==> config.mk <==
export PLATFORM = sky130hd
export DESIGN_NAME = nand_copy_erase_host
export DESIGN_NICKNAME = d
export VERILOG_FILES = /design/src/core/nand_host_pkg.sv /design/src/core/nand_cycle_if.sv /design/src/core/nand_copy_erase_host.sv /design/src/core/nand_pin_cycler.sv
export SDC_FILE = /design/constraint.sdc
export NUM_CORES = 1
export LEC_CHECK = 0
export BUFFER_PORTS_ARGS = -buffer_cell sky130_fd_sc_hd__buf_2
export CAP_MARGIN = 20
export CORE_ASPECT_RATIO = 1.5
export CORE_UTILIZATION = 35
export DETAILED_ROUTE_END_ITERATION = 7
export GPL_TIMING_DRIVEN = 0
export PLACE_DENSITY = 0.53
export SLEW_MARGIN = 40
export SYNTH_ARGS = -nofsm -noshare
export SYNTH_HDL_FRONTEND = slang
export SYNTH_SLANG_ARGS = --single-unit
==> constraint.sdc <==
create_clock -name aclk -period 7.5 [get_ports aclk]
set_clock_uncertainty 0.2 [all_clocks]
set_input_delay 0.75 -clock aclk [delete_from_list [all_inputs] [get_ports aclk]]
set_output_delay 0.75 -clock aclk [all_outputs]
set_load 0.01 [all_outputs]
==> src/core/nand_host_pkg.sv <==
package nand_host_pkg;

  // Bus and register map.
  localparam int ADDR_W = 8;
  localparam logic [ADDR_W-1:0] REG_CTRL = 8'h00;
  localparam logic [ADDR_W-1:0] REG_ROW = 8'h04;
  localparam logic [ADDR_W-1:0] REG_COL = 8'h08;
  localparam logic [ADDR_W-1:0] REG_DATA = 8'h0c;
  localparam logic [ADDR_W-1:0] REG_STATUS = 8'h10;
  localparam logic [31:0] CTRL_MASK = 32'h0000_010f;
  localparam logic [31:0] ROW_MASK = 32'h00ff_ffff;
  localparam logic [31:0] COL_MASK = 32'h0000_ffff;
  localparam logic [31:0] DATA_MASK = 32'h0000_00ff;
  localparam logic [31:0] CTRL_RESET = 32'h0000_0000;
  localparam int CTRL_START_BIT = 4;
  localparam int CTRL_MULTI_BIT = 8;
  localparam logic [1:0] RESP_OKAY = 2'h0;
  localparam logic [1:0] RESP_DECERR = 2'h3;

  // Row address layout and status byte.
  localparam logic [23:0] PAGE_MASK = 24'h00_003f;
  localparam int ROW_PLANE_BIT = 6;
  localparam int ROW_DIE_BIT = 17;
  localparam int STAT_FAIL_BIT = 0;

  // Timing, in nanoseconds and in cycles of aclk.
  localparam int CLK_NS = 10;
  localparam int T_SETUP_NS = 10;
  localparam int T_STROBE_LOW_NS = 12;
  localparam int T_STROBE_HIGH_NS = 10;
  localparam int T_WB_NS = 100;
  function automatic int cyc_up(input int ns);
    return ((ns + CLK_NS - 1) / CLK_NS < 1) ? 1 : (ns + CLK_NS - 1) / CLK_NS;
  endfunction : cyc_up
  localparam logic [3:0] SETUP_CYC = 4'(cyc_up(T_SETUP_NS));
  localparam logic [3:0] LOW_CYC = 4'(cyc_up(T_STROBE_LOW_NS));
  localparam logic [3:0] HIGH_CYC = 4'(cyc_up(T_STROBE_HIGH_NS));
  localparam logic [3:0] WB_CYC = 4'(cyc_up(T_WB_NS));

  // Command bytes.
  localparam logic [7:0] CMD_READ_OPEN = 8'h00;
  localparam logic [7:0] CMD_COPY_READ_GO = 8'h35;
  localparam logic [7:0] CMD_COPY_PROG_OPEN = 8'h85;
  localparam logic [7:0] CMD_PROG_GO = 8'h10;
  localparam logic [7:0] CMD_PROG_QUEUE = 8'h11;
  localparam logic [7:0] CMD_ERASE_OPEN = 8'h60;
  localparam logic [7:0] CMD_ERASE_GO = 8'hd0;
  localparam logic [7:0] CMD_ERASE_QUEUE = 8'hd1;
  localparam logic [7:0] CMD_STATUS = 8'h70;
  localparam logic [7:0] CMD_STATUS_DIE = 8'h78;
  localparam logic [7:0] CMD_COL_READ = 8'h05;
  localparam logic [7:0] CMD_COL_READ_GO = 8'he0;
  localparam logic [7:0] CMD_RESET = 8'hff;

  typedef enum logic [3:0] {
    OP_ERASE, OP_ERASE_QUEUE, OP_COPY_READ, OP_PLANE_READ, OP_PROG_OPEN, OP_PROG_END,
    OP_PROG_QUEUE, OP_COL_READ, OP_COL_WRITE, OP_DATA_OUT, OP_DATA_IN, OP_STATUS, OP_RESET
  } op_e;
  typedef enum logic [1:0] {K_CMD, K_ADDR, K_WR, K_RD} cyc_kind_e;
  typedef enum logic [2:0] {S_CMD, S_COL0, S_COL1, S_ROW0, S_ROW1, S_ROW2, S_DATA} byte_src_e;
  typedef struct packed {
    logic last;
    cyc_kind_e kind;
    byte_src_e src;
    logic [7:0] cmd;
  } step_s;

endpackage : nand_host_pkg

==> src/core/nand_cycle_if.sv <==
`timescale 1ns/1ps
`default_nettype none
interface nand_cycle_if;
  logic req;
  logic sel;
  nand_host_pkg::cyc_kind_e kind;
  logic [7:0] wbyte;
  logic done;
  logic [7:0] rbyte;
  modport seq (output req, sel, kind, wbyte, input done, rbyte);
  modport eng (input req, sel, kind, wbyte, output done, rbyte);
endinterface : nand_cycle_if
`default_nettype wire

==> src/core/nand_copy_erase_host.sv <==
`timescale 1ns/1ps
`default_nettype none
// Overview of operation
// Start single erase only when the die reports ready on its busy pin.
// Erase is 60h, three row address cycles with page bits zero, then D0h.
// After the erase confirm the die stays busy for the block erase time.
// Track completion by busy pin or status read, then check the fail bit.
// With several dies, select one die with 78h status, never 70h.
// Each 60h-address-D1h queues one block in the addressed plane.
// After D1h wait for ready, then queue more or send final D0h.
// Final D0h erases the last block plus every queued block.
// Copy is 00h-35h read, wait ready, 85h-10h program, wait, check fail.
// Copy read behaves as page read with 35h confirm instead of 30h.
// Copy program opening 85h keeps the cache register contents.
// Two-plane copy program queues a plane without clearing cache.
// No copy across planes or dies; use read out and 80h-10h instead.
// Between copy read and program allow only status and column changes.
// Reset after copy read is allowed; cached data becomes invalid.
// No operations on other dies from copy read until copy program.
// Host may read out, correct and reload cached data before programming.
// With internal ECC the die corrects cached data by itself.
// Two-plane reads load several planes into their caches together.
// 85h-11h commands before the final 85h-10h move several planes at once.
// An 80h opening clears all caches unless a two-plane queue preceded it.
// The die empties its plane queue when an operation starts or on reset.
module nand_copy_erase_host (
  input wire logic aclk,
  input wire logic aresetn,
  input wire logic [nand_host_pkg::ADDR_W-1:0] awaddr,
  input wire logic awvalid,
  output logic awready,
  input wire logic [31:0] wdata,
  input wire logic [3:0] wstrb,
  input wire logic wvalid,
  output logic wready,
  output logic [1:0] bresp,
  output logic bvalid,
  input wire logic bready,
  input wire logic [nand_host_pkg::ADDR_W-1:0] araddr,
  input wire logic arvalid,
  output logic arready,
  output logic [31:0] rdata,
  output logic [1:0] rresp,
  output logic rvalid,
  input wire logic rready,
  output logic nand_ce_n,
  output logic nand_cle,
  output logic nand_ale,
  output logic nand_we_n,
  output logic nand_re_n,
  output logic [7:0] nand_io_out,
  output logic nand_io_oe,
  input wire logic [7:0] nand_io_in,
  input wire logic nand_rb_n
);
  import nand_host_pkg::*;

  typedef enum {ST_IDLE, ST_WAIT_RDY, ST_ISSUE, ST_WAIT_DONE, ST_WAIT_WB, ST_WAIT_RB, ST_FINISH} seq_state_e;

  function automatic logic mapped(input logic [ADDR_W-1:0] a);
    return (a == REG_CTRL) || (a == REG_ROW) || (a == REG_COL) || (a == REG_DATA) || (a == REG_STATUS);
  endfunction : mapped

  function automatic logic [31:0] apply_strb(input logic [31:0] old, input logic [31:0] nw,
                                             input logic [3:0] strb, input logic [31:0] mask);
    logic [31:0] m;
    m = old;
    for (int i = 0; i < 4; i++) begin
      if (strb[i]) begin
        m[i*8 +: 8] = nw[i*8 +: 8];
      end
    end
    return m & mask;
  endfunction : apply_strb

  function automatic step_s mk(input logic last, input cyc_kind_e kind, input byte_src_e src,
                               input logic [7:0] cmd);
    step_s s;
    s.last = last;
    s.kind = kind;
    s.src = src;
    s.cmd = cmd;
    return s;
  endfunction : mk

  // Byte sequence of each operation; address cycles run column low, column high, then row low to high.
  function automatic step_s step_of(input op_e op, input logic [2:0] idx, input logic multi);
    step_s s;
    s = mk(1'b1, K_CMD, S_CMD, CMD_RESET);
    case (op)
      OP_ERASE, OP_ERASE_QUEUE: begin
        if (idx == 3'd0) s = mk(1'b0, K_CMD, S_CMD, CMD_ERASE_OPEN);
        else if (idx < 3'd4) s = mk(1'b0, K_ADDR, byte_src_e'(idx + 3'd2), 8'h00);
        else s = mk(1'b1, K_CMD, S_CMD, (op == OP_ERASE) ? CMD_ERASE_GO : CMD_ERASE_QUEUE);
      end
      OP_COPY_READ, OP_PLANE_READ, OP_PROG_OPEN: begin
        if (idx == 3'd0) s = mk(1'b0, K_CMD, S_CMD, (op == OP_PROG_OPEN) ? CMD_COPY_PROG_OPEN : CMD_READ_OPEN);
        else if (idx < 3'd6) s = mk(op != OP_COPY_READ && idx == 3'd5, K_ADDR, byte_src_e'(idx), 8'h00);
        else s = mk(1'b1, K_CMD, S_CMD, CMD_COPY_READ_GO);
      end
      OP_PROG_END: s = mk(1'b1, K_CMD, S_CMD, CMD_PROG_GO);
      OP_PROG_QUEUE: s = mk(1'b1, K_CMD, S_CMD, CMD_PROG_QUEUE);
      OP_COL_READ, OP_COL_WRITE: begin
        if (idx == 3'd0) s = mk(1'b0, K_CMD, S_CMD, (op == OP_COL_READ) ? CMD_COL_READ : CMD_COPY_PROG_OPEN);
        else if (idx < 3'd3) s = mk(op == OP_COL_WRITE && idx == 3'd2, K_ADDR, byte_src_e'(idx), 8'h00);
        else s = mk(1'b1, K_CMD, S_CMD, CMD_COL_READ_GO);
      end
      OP_DATA_OUT: s = mk(1'b1, K_RD, S_DATA, 8'h00);
      OP_DATA_IN: s = mk(1'b1, K_WR, S_DATA, 8'h00);
      OP_STATUS: begin
        if (idx == 3'd0) s = mk(1'b0, K_CMD, S_CMD, multi ? CMD_STATUS_DIE : CMD_STATUS);
        else if (multi && idx < 3'd4) s = mk(1'b0, K_ADDR, byte_src_e'(idx + 3'd2), 8'h00);
        else s = mk(1'b1, K_RD, S_DATA, 8'h00);
      end
      default: s = mk(1'b1, K_CMD, S_CMD, CMD_RESET);
    endcase
    return s;
  endfunction : step_of

  ////////////////////////////////////////////////////////////////////////////////
  // Register slave.

  logic [ADDR_W-1:0] aw_addr;
  logic aw_full;
  logic w_full;
  logic [31:0] w_data;
  logic [3:0] w_strb;
  logic [31:0] ctrl_word;
  logic [31:0] row_word;
  logic [31:0] col_word;
  logic [31:0] data_word;
  seq_state_e state;
  op_e op_cur;
  logic [2:0] step_idx;
  logic chk;
  logic [3:0] wb_cnt;
  logic busy;
  logic done_flag;
  logic fail;
  logic refused;
  logic copy_pending;
  logic [1:0] plane_mask;
  logic src_die;
  logic [7:0] status_byte;
  logic [7:0] rd_byte;

  wire commit = aw_full && w_full && !bvalid;
  wire wr_ctrl = commit && (aw_addr == REG_CTRL);
  wire [31:0] ctrl_next = apply_strb(ctrl_word, w_data, w_strb, CTRL_MASK);
  wire multi_die = ctrl_word[CTRL_MULTI_BIT];
  wire start_go = wr_ctrl && w_strb[0] && w_data[CTRL_START_BIT] && (state == ST_IDLE);
  wire op_e op_req = op_e'(ctrl_next[3:0]);
  wire [31:0] status_word = {16'h0000, status_byte, plane_mask, nand_rb_n, copy_pending,
                             refused, fail, done_flag, busy};
  wire [31:0] read_word = (araddr == REG_CTRL) ? ctrl_word :
                          (araddr == REG_ROW) ? row_word :
                          (araddr == REG_COL) ? col_word :
                          (araddr == REG_DATA) ? {24'h00_0000, rd_byte} :
                          (araddr == REG_STATUS) ? status_word : 32'h0000_0000;

  always_ff @(posedge aclk) begin
    if (!aresetn) begin
      awready <= 1'b0;
      wready <= 1'b0;
      bvalid <= 1'b0;
      bresp <= RESP_OKAY;
      arready <= 1'b0;
      rvalid <= 1'b0;
      rdata <= 32'h0000_0000;
      rresp <= RESP_OKAY;
      aw_full <= 1'b0;
      w_full <= 1'b0;
      aw_addr <= '0;
      w_data <= 32'h0000_0000;
      w_strb <= 4'h0;
      ctrl_word <= CTRL_RESET;
      row_word <= 32'h0000_0000;
      col_word <= 32'h0000_0000;
      data_word <= 32'h0000_0000;
    end else begin
      if (awvalid && awready) begin
        aw_addr <= awaddr;
        aw_full <= 1'b1;
        awready <= 1'b0;
      end else if (!aw_full && !bvalid) begin
        awready <= 1'b1;
      end
      if (wvalid && wready) begin
        w_data <= wdata;
        w_strb <= wstrb;
        w_full <= 1'b1;
        wready <= 1'b0;
      end else if (!w_full && !bvalid) begin
        wready <= 1'b1;
      end
      if (commit) begin
        aw_full <= 1'b0;
        w_full <= 1'b0;
        bvalid <= 1'b1;
        bresp <= mapped(aw_addr) ? RESP_OKAY : RESP_DECERR;
        if (wr_ctrl) ctrl_word <= ctrl_next;
        if (aw_addr == REG_ROW) row_word <= apply_strb(row_word, w_data, w_strb, ROW_MASK);
        if (aw_addr == REG_COL) col_word <= apply_strb(col_word, w_data, w_strb, COL_MASK);
        if (aw_addr == REG_DATA) data_word <= apply_strb(data_word, w_data, w_strb, DATA_MASK);
      end else if (bvalid && bready) begin
        bvalid <= 1'b0;
      end
      if (arvalid && arready) begin
        arready <= 1'b0;
        rvalid <= 1'b1;
        rdata <= read_word;
        rresp <= mapped(araddr) ? RESP_OKAY : RESP_DECERR;
      end else if (rvalid && rready) begin
        rvalid <= 1'b0;
      end else if (!rvalid) begin
        arready <= 1'b1;
      end
    end
  end

  ////////////////////////////////////////////////////////////////////////////////
  // Operation sequencer.

  nand_cycle_if cyc ();

  nand_pin_cycler u_cycler (
    .aclk(aclk),
    .aresetn(aresetn),
    .cyc(cyc.eng),
    .ce_n(nand_ce_n),
    .cle(nand_cle),
    .ale(nand_ale),
    .we_n(nand_we_n),
    .re_n(nand_re_n),
    .io_out(nand_io_out),
    .io_oe(nand_io_oe),
    .io_in(nand_io_in)
  );

  wire step_s step = step_of(op_cur, step_idx, multi_die);
  wire erase_op = (op_cur == OP_ERASE) || (op_cur == OP_ERASE_QUEUE);
  wire [23:0] row_eff = erase_op ? (row_word[23:0] & ~PAGE_MASK) : row_word[23:0];
  wire [7:0] cur_byte = (step.src == S_COL0) ? col_word[7:0] :
                        (step.src == S_COL1) ? col_word[15:8] :
                        (step.src == S_ROW0) ? row_eff[7:0] :
                        (step.src == S_ROW1) ? row_eff[15:8] :
                        (step.src == S_ROW2) ? row_eff[23:16] :
                        (step.src == S_DATA) ? data_word[7:0] : step.cmd;
  wire busy_op = erase_op || (op_cur == OP_COPY_READ) || (op_cur == OP_PROG_END) ||
                 (op_cur == OP_PROG_QUEUE) || (op_cur == OP_RESET);
  wire req_plane = row_word[ROW_PLANE_BIT];
  wire other_die = row_word[ROW_DIE_BIT] != src_die;
  // A pending copy locks out everything but reset that would disturb the cached page or touch another die.
  wire refuse = (op_req > OP_RESET) ||
                (copy_pending && (op_req == OP_ERASE || op_req == OP_ERASE_QUEUE ||
                                  op_req == OP_COPY_READ || op_req == OP_PLANE_READ)) ||
                (copy_pending && op_req == OP_PROG_OPEN && (!plane_mask[req_plane] || other_die)) ||
                (copy_pending && op_req == OP_STATUS && ctrl_next[CTRL_MULTI_BIT] && other_die);

  always_ff @(posedge aclk) begin
    if (!aresetn) begin
      state <= ST_IDLE;
      op_cur <= OP_ERASE;
      step_idx <= 3'd0;
      chk <= 1'b0;
      wb_cnt <= 4'h0;
      cyc.req <= 1'b0;
      cyc.sel <= 1'b0;
      cyc.kind <= K_CMD;
      cyc.wbyte <= 8'h00;
      busy <= 1'b0;
      done_flag <= 1'b0;
      fail <= 1'b0;
      refused <= 1'b0;
      copy_pending <= 1'b0;
      plane_mask <= 2'h0;
      src_die <= 1'b0;
      status_byte <= 8'h00;
      rd_byte <= 8'h00;
    end else begin
      cyc.req <= 1'b0;
      case (state)
        ST_IDLE: if (start_go) begin
          done_flag <= refuse;
          refused <= refuse;
          if (!refuse) begin
            busy <= 1'b1;
            op_cur <= op_req;
            step_idx <= 3'd0;
            chk <= (op_req == OP_ERASE) || (op_req == OP_PROG_END);
            cyc.sel <= 1'b1;
            // Status reads are allowed while the die is busy; all else waits for ready.
            state <= (op_req == OP_STATUS) ? ST_ISSUE : ST_WAIT_RDY;
          end
        end
        ST_WAIT_RDY: if (nand_rb_n) state <= ST_ISSUE;
        ST_ISSUE: begin
          cyc.req <= 1'b1;
          cyc.kind <= step.kind;
          cyc.wbyte <= cur_byte;
          state <= ST_WAIT_DONE;
        end
        ST_WAIT_DONE: if (cyc.done) begin
          if (step.kind == K_RD && op_cur == OP_STATUS) begin
            status_byte <= cyc.rbyte;
            fail <= cyc.rbyte[STAT_FAIL_BIT];
          end else if (step.kind == K_RD) begin
            rd_byte <= cyc.rbyte;
          end
          if (!step.last) begin
            step_idx <= step_idx + 3'd1;
            state <= ST_ISSUE;
          end else begin
            if (op_cur == OP_COPY_READ || op_cur == OP_PLANE_READ) begin
              plane_mask[req_plane] <= 1'b1;
              src_die <= row_word[ROW_DIE_BIT];
            end
            if (op_cur == OP_COPY_READ) copy_pending <= 1'b1;
            if (op_cur == OP_PROG_END || op_cur == OP_RESET) begin
              copy_pending <= 1'b0;
              plane_mask <= 2'h0;
            end
            wb_cnt <= WB_CYC - 4'h1;
            state <= busy_op ? ST_WAIT_WB : ST_FINISH;
          end
        end
        ST_WAIT_WB: begin
          wb_cnt <= wb_cnt - 4'h1;
          if (wb_cnt == 4'h0) state <= ST_WAIT_RB;
        end
        ST_WAIT_RB: if (nand_rb_n) state <= ST_FINISH;
        ST_FINISH: if (chk) begin
          chk <= 1'b0;
          op_cur <= OP_STATUS;
          step_idx <= 3'd0;
          state <= ST_ISSUE;
        end else begin
          busy <= 1'b0;
          done_flag <= 1'b1;
          cyc.sel <= 1'b0;
          state <= ST_IDLE;
        end
        default: state <= ST_IDLE;
      endcase
    end
  end
endmodule : nand_copy_erase_host
`default_nettype wire

==> src/core/nand_pin_cycler.sv <==
`timescale 1ns/1ps
`default_nettype none
module nand_pin_cycler (
  input wire logic aclk,
  input wire logic aresetn,
  nand_cycle_if.eng cyc,
  output logic ce_n,
  output logic cle,
  output logic ale,
  output logic we_n,
  output logic re_n,
  output logic [7:0] io_out,
  output logic io_oe,
  input wire logic [7:0] io_in
);
  import nand_host_pkg::*;

  typedef enum {P_IDLE, P_SETUP, P_LOW, P_HIGH} phase_e;
  phase_e phase;
  logic [3:0] cnt;
  cyc_kind_e kind_r;
  wire is_rd = (kind_r == K_RD);
  wire cnt_zero = (cnt == 4'h0);

  // Latch levels and data settle one phase before the strobe falls and hold one phase after it rises.
  always_ff @(posedge aclk) begin
    if (!aresetn) begin
      phase <= P_IDLE;
      cnt <= 4'h0;
      kind_r <= K_CMD;
      ce_n <= 1'b1;
      cle <= 1'b0;
      ale <= 1'b0;
      we_n <= 1'b1;
      re_n <= 1'b1;
      io_out <= 8'h00;
      io_oe <= 1'b0;
      cyc.done <= 1'b0;
      cyc.rbyte <= 8'h00;
    end else begin
      cyc.done <= 1'b0;
      ce_n <= !cyc.sel;
      case (phase)
        P_IDLE: if (cyc.req) begin
          kind_r <= cyc.kind;
          cle <= (cyc.kind == K_CMD);
          ale <= (cyc.kind == K_ADDR);
          io_out <= cyc.wbyte;
          io_oe <= (cyc.kind != K_RD);
          cnt <= SETUP_CYC - 4'h1;
          phase <= P_SETUP;
        end
        P_SETUP: if (cnt_zero) begin
          we_n <= is_rd;
          re_n <= !is_rd;
          cnt <= LOW_CYC - 4'h1;
          phase <= P_LOW;
        end else begin
          cnt <= cnt - 4'h1;
        end
        P_LOW: if (cnt_zero) begin
          we_n <= 1'b1;
          re_n <= 1'b1;
          if (is_rd) begin
            cyc.rbyte <= io_in;
          end
          cnt <= HIGH_CYC - 4'h1;
          phase <= P_HIGH;
        end else begin
          cnt <= cnt - 4'h1;
        end
        P_HIGH: if (cnt_zero) begin
          cle <= 1'b0;
          ale <= 1'b0;
          io_oe <= 1'b0;
          cyc.done <= 1'b1;
          phase <= P_IDLE;
        end else begin
          cnt <= cnt - 4'h1;
        end
        default: phase <= P_IDLE;
      endcase
    end
  end
endmodule : nand_pin_cycler
`default_nettype wire

==> summary.md, run 1 <==
| Metric | Value |
|---|---|
| Initial DRC Count | `480` |
| Final Hold Fails | `0` |
| Setup crit start kind | `flip-flop` |
| LEAKAGE | `0.00473 µW` |
| Synth Flop Type | `dfxtp_1` |
| Sw frac | `25.4%` |
| Max-cap violation count | `0` |
| Clock slew at reported path FFs | `0.07 ns` |
| Synth Warn # | `0` |
| Post-CTS Repair Setup Buffers | `0` |
| Non-Filler Instances | `1660` |
| CTS root buffer | `clkbuf_16` |
| Setup CP Type | `reg2reg` |
| Crit-path slowest cell | `a211oi_2` |
| Failing checks | `design-rule violations` |
| FMAX | `271 MHz` |
| CP Max Fanout | `10` |
| Clock buffer depth | `3` |
| GP Congestion | `0.936` |
| Nets | `1386` |
| Compound-cell area share of the yosys netlist | `22.1%` |
| Fraction of the mapped netlist area in adder cells | `2.25%` |
| Period Utilization, post-route | `49.2%` |
| Via-per-instance ratio | `5.47` |
| Sequential power share | `46.7%` |
| Status | `complete, but fails checks` |
| Final worst slack | `3.81 ns` |
| Max IR drop VDD | `146 µV` |
| Antenna cells | `0` |
| IO buf count | `103` |
| Final TNS setup | `0 ns` |
| Area after DPL | `11000 µm²` |
| Fillcell total | `2860` |
| Post-layout util | `41.7%` |
| Cell variety after synth | `92` |
| Area Growth Syn to Fin | `16.9%` |
| EDFF count, synth | `0` |
| Dpl cells | `1622` |
| Worst min path class | `reg2reg` |
| Overall Global Routing Usage | `23.9%` |
| Initial antenna violation count | `0` |
| Clk_lat worst skew | `0.53 ns` |
| Via count | `9087` |
| CTS resizes | `0` |
| Slew headroom | `43.7%` |
| XOR/XNOR Fraction of Synth Area | `0.699%` |
| Hold buffer count at cts | `0` |
| Crit path max-delay family | `compound AO/OA/AOI/OAI gates` |
| Die span in y | `209 µm` |
| Comb power frac | `7.8%` |
| Crit path capture type | `flip-flop` |
| CP Buf/Inv Count | `2` |
| Largest family of logic cells by synthesized area | `simple AND/OR/NAND/NOR gates` |
| Pint | `1780 µW` |
| Worst slew pin tran | `0.845 ns` |
| Share of cells above drive strength 1 | `16.4%` |
| Multi-input gate area | `5530 µm²` |
| IO Pins | `123` |
| Req. time, crit path | `7.76 ns` |
| Arrival time worst endpoint | `3.95 ns` |
| WL met2 | `18500 µm` |
| Critical Path Max Stage Delay | `0.63 ns` |
| Std-Cell Rows | `75` |
| Tmin final | `3.69 ns` |
| Total wire length | `35100 µm` |
| Post-route cell area | `11700 µm²` |
| # H-tree levels | `1` |
| Synth async-reset ratio | `0%` |
| Metal3 WL | `1210 µm` |
| Syn Inst Count | `1166` |
| Overflow after GRT | `0` |
| DR DRC count | `13` |
| Register Area | `4020 µm²` |
| Final setup viols | `0` |
| Crit path cell chain | `buf_2 -> inv_1 -> ha_1 -> a211oi_2 -> o2111ai_1 -> o311a_1 -> nor3_2 -> and2_1 -> o21ai_0 -> a21oi_1` |
| Setup repair after global routing missed its margin | `false` |
| Clock sink count | `201` |
| Top sig layer | `met4` |
| Largest net degree at the start of global routing | `15` |
| Psw | `608 µW` |
| Pre-CTS setup slack | `3.87 ns` |
| Hpwl dp | `27100 µm` |
| First-pass GRT wire length | `52700 µm` |
| CTS buffer count | `22` |
| Routed WL per cell | `21.1 µm` |
| Yosys reg bits | `201` |
| WL met1 | `13400 µm` |
| Clock share of power | `45.5%` |
| Multiplexer share of the synthesized area | `6.89%` |
| Synth Cell Area | `10000 µm²` |
| PwrDens | `204 nW/µm²` |
| Slew Limit Fails | `0` |
| Die extent in x | `140 µm` |
| DR pass1 iterations | `8` |
| Post-synthesis sequential area ratio | `40.2%` |
| Antenna-violating nets left | `0` |
| Simple-Gate Fraction of Synth Area | `22.9%` |
| Synth Area per Inst | `8.59 µm²` |
| Vias in the first global route | `8868` |
| Starting density of the core | `35.7%` |
| Core Area | `28100 µm²` |
| Die area | `29300 µm²` |
| CTS tree | `done` |
-- power by group through the flow --
stage / sequential (µW) / clock (µW) / combinational [µW]
floorplan: 1140 / 0 / 112
global placement: 1140 / 0 / 186
detailed placement: 1140 / 0 / 189
CTS: 1120 / 1110 / 189
global route: 1120 / 1140 / 209
finish: 1120 / 1090 / 186
-- worst min-delay path: stages, from the launching register on --
cell,delay [ns]
dfxtp_1,0.30
nand2_1,0.04
a21boi_0,0.06
-- cells in the mapped netlist, drive strengths merged, types with 6 or more instances --
library cell  number  share of area, %
and2              15              0.94
nor3              19               1.1
a211oi             7              0.67
buf               35               2.3
a21boi            75               5.6
mux2               8              0.90
a22o               9              0.79
nor2              53               2.0
o22ai              7              0.44
o21a               6              0.45
nand2            200               7.5
mux2i             60               6.0
dfxtp            201                40
a21oi             62               3.1
nor2b             66               4.1
nor4               7              0.50
a222oi            13               1.3
nand2b             9              0.56
nand3             30               1.6
o21ai             55               2.8
nand3b             6              0.45
a31oi             10              0.62
ha                18               2.2
o211ai             6              0.45
a21o               9              0.67
and3               7              0.44
inv               24              0.90
clkbuf            49               1.8
-- final timing paths --
path,end,from,slack (ns),depth (start not counted)
worst max-delay path,cyc.wbyte[2],step_idx[2],3.81,10
worst min-delay path,u_cycler.ale,u_cycler.ale,0.26,2
worst max register to register,cyc.wbyte[2],step_idx[2],3.81,10
worst min register to register,u_cycler.ale,u_cycler.ale,0.26,2
-- kinds of logic after synthesis --
family,after synthesis
buf+inv,108
fa+ha+maj,18
other cells,1
simple gates,453
compound gates,309
xor+xnor,8
mux,68
flops,201
-- through the flow --
| step | hold slack, ns | total power (µW) |
|---|---|---|
| CTS | 0.253 | 2410 |
| detailed placement | 0.246 | 1330 |
| global route | 0.274 | 2470 |
| finish | 0.260 | 2390 |
| global placement | 0.244 | 1330 |
| floorplan | 0.171 | 1250 |
-- state kept, by name, summed over array words and instances, names as in the netlist, 5 cells and up --
name and count:
aw_addr 8, u_cycler.cyc.rbyte 8, rdata 24, col_word 16, rd_byte 8, u_cycler.io_out 8
data_word 8, w_data 24, cyc.wbyte 8, ctrl_word 5, status_byte 8, row_word 24
-- cell usage in the layout (no fill, tap or decap), types with 6 or more instances in the layout --
cell       synthesis  routed
buf_4             18      18
conb_1             1       8
nand3_1           28      28
nand2b_1           9       9
a21boi_0          73      73
and3_1             7       7
o21a_1             6       6
nor2_1            52      52
buf_2             13     116
a21oi_1           61      61
o211ai_1           6       6
inv_1             24      24
a222oi_1          13      13
ha_1              18      18
a21o_1             9       9
and2_1            14      14
mux2_2             8       8
a22o_1             9       9
mux2i_1           60      60
dfxtp_1          201     201
nand2_1          199     199
clkbuf_1          49      52
clkbuf_16          0      22
o22ai_1            7       7
nor3_1            16      15
a31oi_1           10      10
nor2b_1           66      66
o21ai_0           49      49
nand3b_1           6       6
-- routing by layer --
layer  up-vias  track usage, %
li1       4399               -
met1      4323            26.0
met2       283            44.8
met3        82            2.15
met4         0            14.0
met5         -               0
-- cell type report --
class / instances / share of cell area [%]
Inverter: 24 / 0.769
Clock inverter: 12 / 1.18
Multi-Input combinational cell: 864 / 47.2
Buffer: 84 / 3.55
Tap cell: 346 / 3.70
Clock buffer: 26 / 4.83
Timing Repair Buffer: 103 / 4.40
Sequential cell: 201 / 34.4
Note: power is estimated with default switching activity, not from simulation.
==> inputs of run 2 (changes only) <==
--- a/config.mk
+++ b/config.mk
@@ -11,7 +11,7 @@
 export CORE_UTILIZATION = 35
 export DETAILED_ROUTE_END_ITERATION = 7
 export GPL_TIMING_DRIVEN = 0
-export PLACE_DENSITY = 0.53
+export PLACE_DENSITY = 0.55
 export SLEW_MARGIN = 40
 export SYNTH_ARGS = -nofsm -noshare
 export SYNTH_HDL_FRONTEND = slang
==> constraint.sdc (replaced) <==
create_clock -name aclk -period 3.2 [get_ports aclk]
set_clock_uncertainty 0.2 [all_clocks]
set_input_delay 0.32 -clock aclk [delete_from_list [all_inputs] [get_ports aclk]]
set_output_delay 0.32 -clock aclk [all_outputs]
set_load 0.01 [all_outputs]
==> run 2 against run 1 <==
Compared with the run above:
- the run now ends clean
- worst hold slack worse by 0.19 ns
- total power grew 140%
- maximum frequency rose by 21%
- clock power rose by 150%
- die area unchanged
- highest routed layer unchanged
- routed wire length is 1.2% higher
- largest cell class unchanged
- register-to-register slack got worse by 3.7 ns
- utilization grew 2.2 points
- non-clock buffer count is 50 higher
==> summary.md, run 2 (synthesized netlist as in run 1, its figures left out) <==
| Metric | Value |
|---|---|
| Status | `finished clean` |
| Worst min path class | `in2reg` |
| Overflow after GRT | `0` |
| # H-tree levels | `1` |
| Antenna-violating nets left | `0` |
| Starting density of the core | `35.7%` |
| Comb power frac | `8.3%` |
| Req. time, crit path | `3.40 ns` |
| Clock buffer depth | `3` |
| LEAKAGE | `0.00503 µW` |
| Std-Cell Rows | `75` |
| Nets | `1435` |
| Total wire length | `35500 µm` |
| Die extent in x | `140 µm` |
| Post-route cell area | `12300 µm²` |
| Tmin final | `3.05 ns` |
| Crit path capture type | `flip-flop` |
| Area Growth Syn to Fin | `23.1%` |
| Clk_lat worst skew | `0.52 ns` |
| Initial antenna violation count | `0` |
| CTS root buffer | `clkbuf_16` |
| HP Start | `awvalid` |
| Critical path origin | `step_idx[2]` |
| Setup repair after global routing missed its margin | `false` |
| GP Congestion | `0.965` |
| Core Area | `28100 µm²` |
| Final Hold Fails | `0` |
| Slew Limit Fails | `0` |
| Via count | `9242` |
| Max IR drop VDD | `375 µV` |
| Slew headroom | `43.5%` |
| DR pass1 iterations | `6` |
| R2r setup slk | `0.15 ns` |
| Worst r2r src | `step_idx[2]` |
| FMAX | `328 MHz` |
| Period Utilization, post-route | `95.3%` |
| Final setup viols | `0` |
| Via-per-instance ratio | `5.41` |
| CP Max Fanout | `10` |
| Sequential power share | `45.0%` |
| Max-cap violation count | `0` |
| Largest net degree at the start of global routing | `16` |
| Routed WL per cell | `20.8 µm` |
| Antenna cells | `0` |
| Crit-path slowest cell | `or3b_1` |
| Crit path max-delay family | `compound AO/OA/AOI/OAI gates` |
| Initial DRC Count | `656` |
| Hpwl dp | `27100 µm` |
| Clock sink count | `201` |
| Regs by FF count | `rdata: 24 flops, row_word: 24 flops, w_data: 24 flops` |
| Share of cells above drive strength 1 | `17.0%` |
| Clock share of power | `46.7%` |
| Worst slew pin tran | `0.847 ns` |
| CTS tree | `done` |
| Die area | `29300 µm²` |
| Commonest cells after routing, fill and taps aside | `199 x nand2_1, 198 x dfxtp_1, 115 x buf_2, 73 x a21boi_0, 66 x nor2b_1` |
| Psw | `1390 µW` |
| IO Pins | `123` |
| Sw frac | `23.9%` |
| Setup CP Type | `reg2reg` |
| Area after DPL | `11000 µm²` |
| Fillcell total | `2762` |
| PwrDens | `472 nW/µm²` |
| Post-layout util | `44.0%` |
| Setup crit start kind | `flip-flop` |
| Overall Global Routing Usage | `24.4%` |
| CP Buf/Inv Count | `3` |
| Critical Path Max Stage Delay | `0.38 ns` |
| Most common cell after layout, fill and taps aside | `nand2_1` |
| Most used cell, CP | `a21oi_1` |
| Pint | `4430 µW` |
| Crit path cell chain | `buf_4 -> inv_1 -> ha_1 -> or3b_1 -> a21oi_1 -> or3_1 -> buf_2 -> nor3_4 -> a21oi_1 -> o21ai_1 -> a41o_1` |
| DR DRC count | `0` |
| Arrival time worst endpoint | `3.25 ns` |
| IO buf count | `103` |
| Clock slew at reported path FFs | `0.06 ns` |
| CTS buffer count | `21` |
| First-pass GRT wire length | `54000 µm` |
| Die span in y | `209 µm` |
| Vias in the first global route | `8978` |
run 2: final cells by class:
| cell class | count | area [µm²] | share of cell area (%) |
|---|---|---|---|
| clock buffers | 24 | 557 | 4.52 |
| well taps | 346 | 433 | 3.51 |
| inverters | 24 | 90.1 | 0.731 |
| plain buffers | 84 | 419 | 3.40 |
| repair buffers | 153 | 1010 | 8.16 |
| flip-flops and latches | 201 | 4030 | 32.7 |
| clock inverters | 13 | 203 | 1.64 |
| multi-input cells | 864 | 5600 | 45.4 |
run 2: metal layers:
metal / routed length (µm) / GRT usage [%] / vias up
li1: - / - / 4502
met5: 0 / 0 / -
met4: 2050 / 15.0 / 0
met3: 1340 / 1.90 / 75
met2: 18600 / 45.0 / 282
met1: 13500 / 26.9 / 4383
run 2: what timing repair did:
| item | in CTS | in global routing |
|---|---|---|
| buffers inserted | 3 | 1 |
| pin swaps | 3 | 1 |
| setup endpoints to repair | 26 | 15 |
| hold endpoints to repair | 46 | 0 |
| gates cloned | 0 | 0 |
| resized for setup | 11 | 8 |
| hold buffers | 46 | 0 |
run 2: path summary, 6_finish.rpt:
path                   to  depth (start not counted)
max          cyc.wbyte[6]                         11
min reg2reg      rdata[4]                          1
min            aw_addr[7]                          4
max reg2reg  cyc.wbyte[6]                         11
run 2: power groups by stage:
stage	Clock [µW]	Combinational (µW)	Sequential, µW
after floorplan	0	262	2670
after global placement	0	434	2670
after detailed placement	0	441	2670
after CTS	2780	485	2620
after global routing	2870	533	2620
final	2720	484	2620
run 2: worst register-to-register path, delay by kind of cell, from the launching register on:
| kind | cells | cell delay, ns |
|---|---|---|
| compound gates | 4 | 0.96 |
| simple gates | 3 | 0.66 |
| buf+inv | 3 | 0.59 |
| flops | 1 | 0.37 |
| fa+ha+maj | 1 | 0.17 |
run 2: per-stage QoR:
step	setup TNS, ns	worst slack, ns	power, µW	std cells	hold WS, ns
6_report	0	0.151	5820	1709	0.0723
5_1_grt	0	0.0220	6020	1709	0.0954
4_1_cts	0	0.0153	5880	1708	0.0682
3_5_place_dp	-3.02	-0.324	3120	1622	0.234
3_3_place_gp	-4.16	-0.372	3110	1622	0.235
2_1_floorplan	0	0.357	2930	1173	0.171
==> inputs of run 3 (changes only) <==
--- a/config.mk
+++ b/config.mk
@@ -11,6 +11,7 @@
 export CORE_UTILIZATION = 35
 export DETAILED_ROUTE_END_ITERATION = 7
 export GPL_TIMING_DRIVEN = 0
+export HOLD_SLACK_MARGIN = 0.15
 export PLACE_DENSITY = 0.55
 export SLEW_MARGIN = 40
 export SYNTH_ARGS = -nofsm -noshare
==> run 3 against run 2 <==
Compared with the run above:
- worst hold slack gained 0.13 ns
- critical path depth stayed put
- worst setup slack got worse by 0.014 ns
- via count is 0.92% higher
- global-route usage increased by 0.082 points
- register-to-register slack hardly changed
- design area up 0.81%
- die area unchanged
- routed wire length rose by 0.35%
- non-clock buffer count rose by 10
- maximum frequency is 0.45% lower
- critical endpoint unchanged
- largest cell class unchanged
- highest routed layer unchanged
==> summary.md, run 3 (synthesized netlist as in run 1, its figures left out) <==
| Metric | Value |
|---|---|
| Crit-path slowest cell | `dfxtp_2` |
| Setup crit start kind | `flip-flop` |
| GRT busiest layer | `met2` |
| Largest net degree at the start of global routing | `16` |
| Nets | `1445` |
| Hpwl dp | `27100 µm` |
| Vias in the first global route | `9028` |
| PwrDens | `469 nW/µm²` |
| Dpl cells | `1622` |
| Non-Filler Instances | `1719` |
| Slew Limit Fails | `0` |
| Max IR drop VDD | `376 µV` |
| Overall Global Routing Usage | `24.5%` |
| Area after DPL | `11000 µm²` |
| Routed WL per cell | `20.7 µm` |
| # H-tree levels | `1` |
| Total wire length | `35600 µm` |
| Crit path cell chain | `buf_4 -> inv_1 -> ha_1 -> or3b_1 -> a21oi_1 -> or3_1 -> buf_2 -> nor3_4 -> a21oi_1 -> o21ai_1 -> a41o_1` |
| Initial antenna violation count | `0` |
| Period Utilization, post-route | `95.7%` |
| Fillcell total | `2757` |
| CTS tree | `done` |
| Starting density of the core | `35.7%` |
| Via-per-instance ratio | `5.43` |
| DR DRC count | `0` |
| CTS root buffer | `clkbuf_16` |
| Commonest cells after routing, fill and taps aside | `199 x nand2_1, 198 x dfxtp_1, 115 x buf_2, 73 x a21boi_0, 66 x nor2b_1` |
| GP Congestion | `0.965` |
| Setup CP Type | `reg2reg` |
| Arrival time worst endpoint | `3.26 ns` |
| Worst min path class | `in2reg` |
| Max-cap violation count | `0` |
| Crit path capture type | `flip-flop` |
| Req. time, crit path | `3.40 ns` |
| Final setup viols | `0` |
| Tmin final | `3.06 ns` |
| Initial DRC Count | `639` |
| Clock buffer depth | `3` |
| Status | `finished clean` |
| Clk_lat worst skew | `0.52 ns` |
| Most used cell, CP | `a21oi_1` |
| Final worst slack | `0.137 ns` |
| CTS buffer count | `21` |
| Clock slew at reported path FFs | `0.06 ns` |
| Multi-input gate area | `5600 µm²` |
| M3 GR Usage | `1.92%` |
| First-pass GRT wire length | `54200 µm` |
| Critical Path Max Stage Delay | `0.38 ns` |
| Most common cell after layout, fill and taps aside | `nand2_1` |
| Antenna-violating nets left | `0` |
| IO Pins | `123` |
| R2r setup slk | `0.14 ns` |
| Antenna cells | `0` |
| GR Util met1 | `27.1%` |
| IO buf count | `103` |
| Via count | `9327` |
| Pre-CTS setup slack | `-0.324 ns` |
| Die extent in x | `140 µm` |
| DR pass1 iterations | `7` |
| CP Max Fanout | `10` |
| Overflow after GRT | `0` |
| Slew headroom | `44.7%` |
| Die area | `29300 µm²` |
| Area Growth Syn to Fin | `24.1%` |
| Share of cells above drive strength 1 | `16.9%` |
| LEAKAGE | `0.00509 µW` |
| Regs by FF count | `rdata: 24 flops, row_word: 24 flops, w_data: 24 flops` |
| Clock sink count | `201` |
| Std-Cell Rows | `75` |
| Final Hold Fails | `0` |
| Core Area | `28100 µm²` |
| Die span in y | `209 µm` |
| Worst slew pin tran | `0.830 ns` |
| Post-route cell area | `12400 µm²` |
| Register Area | `4030 µm²` |
| Final TNS setup | `0 ns` |
| FMAX | `326 MHz` |
| GR Util met2 | `45.1%` |
| Setup repair after global routing missed its margin | `false` |
| Pwr Total | `5830 µW` |
run 3: changes by cell type in the layout (fill, tap and decap cells not counted), sizes merged:
cell	delta
dlygate4sd3	+10
run 3: where the power goes:
group          total (µW)  switching, µW  internal, µW
Clock                2720           1060          1660
Sequential           2620           55.6          2560
Combinational         493            277           216
Total                5830           1400          4440
run 3: layer usage:
metal	up-vias	wire (µm)
met5	-	0
met4	0	2090
met3	79	1410
met2	293	18600
met1	4433	13500
li1	4522	-
run 3: final cells by class:
cell class | count | share of cell area, %
repair buffers | 163 | 8.90
inverters | 24 | 0.725
plain buffers | 84 | 3.37
well taps | 346 | 3.48
flip-flops and latches | 201 | 32.4
multi-input cells | 864 | 45.0
clock inverters | 13 | 1.63
clock buffers | 24 | 4.48
run 3: worst max-delay path, delay by kind of cell (launching register included):
kind / cells / cell delay [ns]
and+or+nand+nor: 3 / 0.65
adders and majority gates: 1 / 0.17
AOI/OAI and AO/OA: 4 / 0.96
DFF: 1 / 0.38
buffers and inverters: 3 / 0.58
run 3: path summary, 6_finish.rpt:
check                   start  depth (start not counted)           end
hold reg to reg      rdata[4]                          1      rdata[4]
setup reg to reg  step_idx[2]                         11  cyc.wbyte[6]
hold / removal        awvalid                          4       aw_full
setup / recovery  step_idx[2]                         11  cyc.wbyte[6]
run 3: through the flow:
stage	utilization [%]	hold WS, ns
floorplan	-	0.171
global placement	39.2	0.235
detailed placement	39.2	0.234
CTS	44.2	0.180
global route	44.3	0.248
finish	44.3	0.206
run 3: what timing repair did:
action / CTS / global route
hold buffers: 56 / 0
pin swaps: 3 / 1
resized for setup: 11 / 8
setup endpoints to repair: 26 / 15
hold endpoints to repair: 49 / 0
setup buffers: 3 / 1
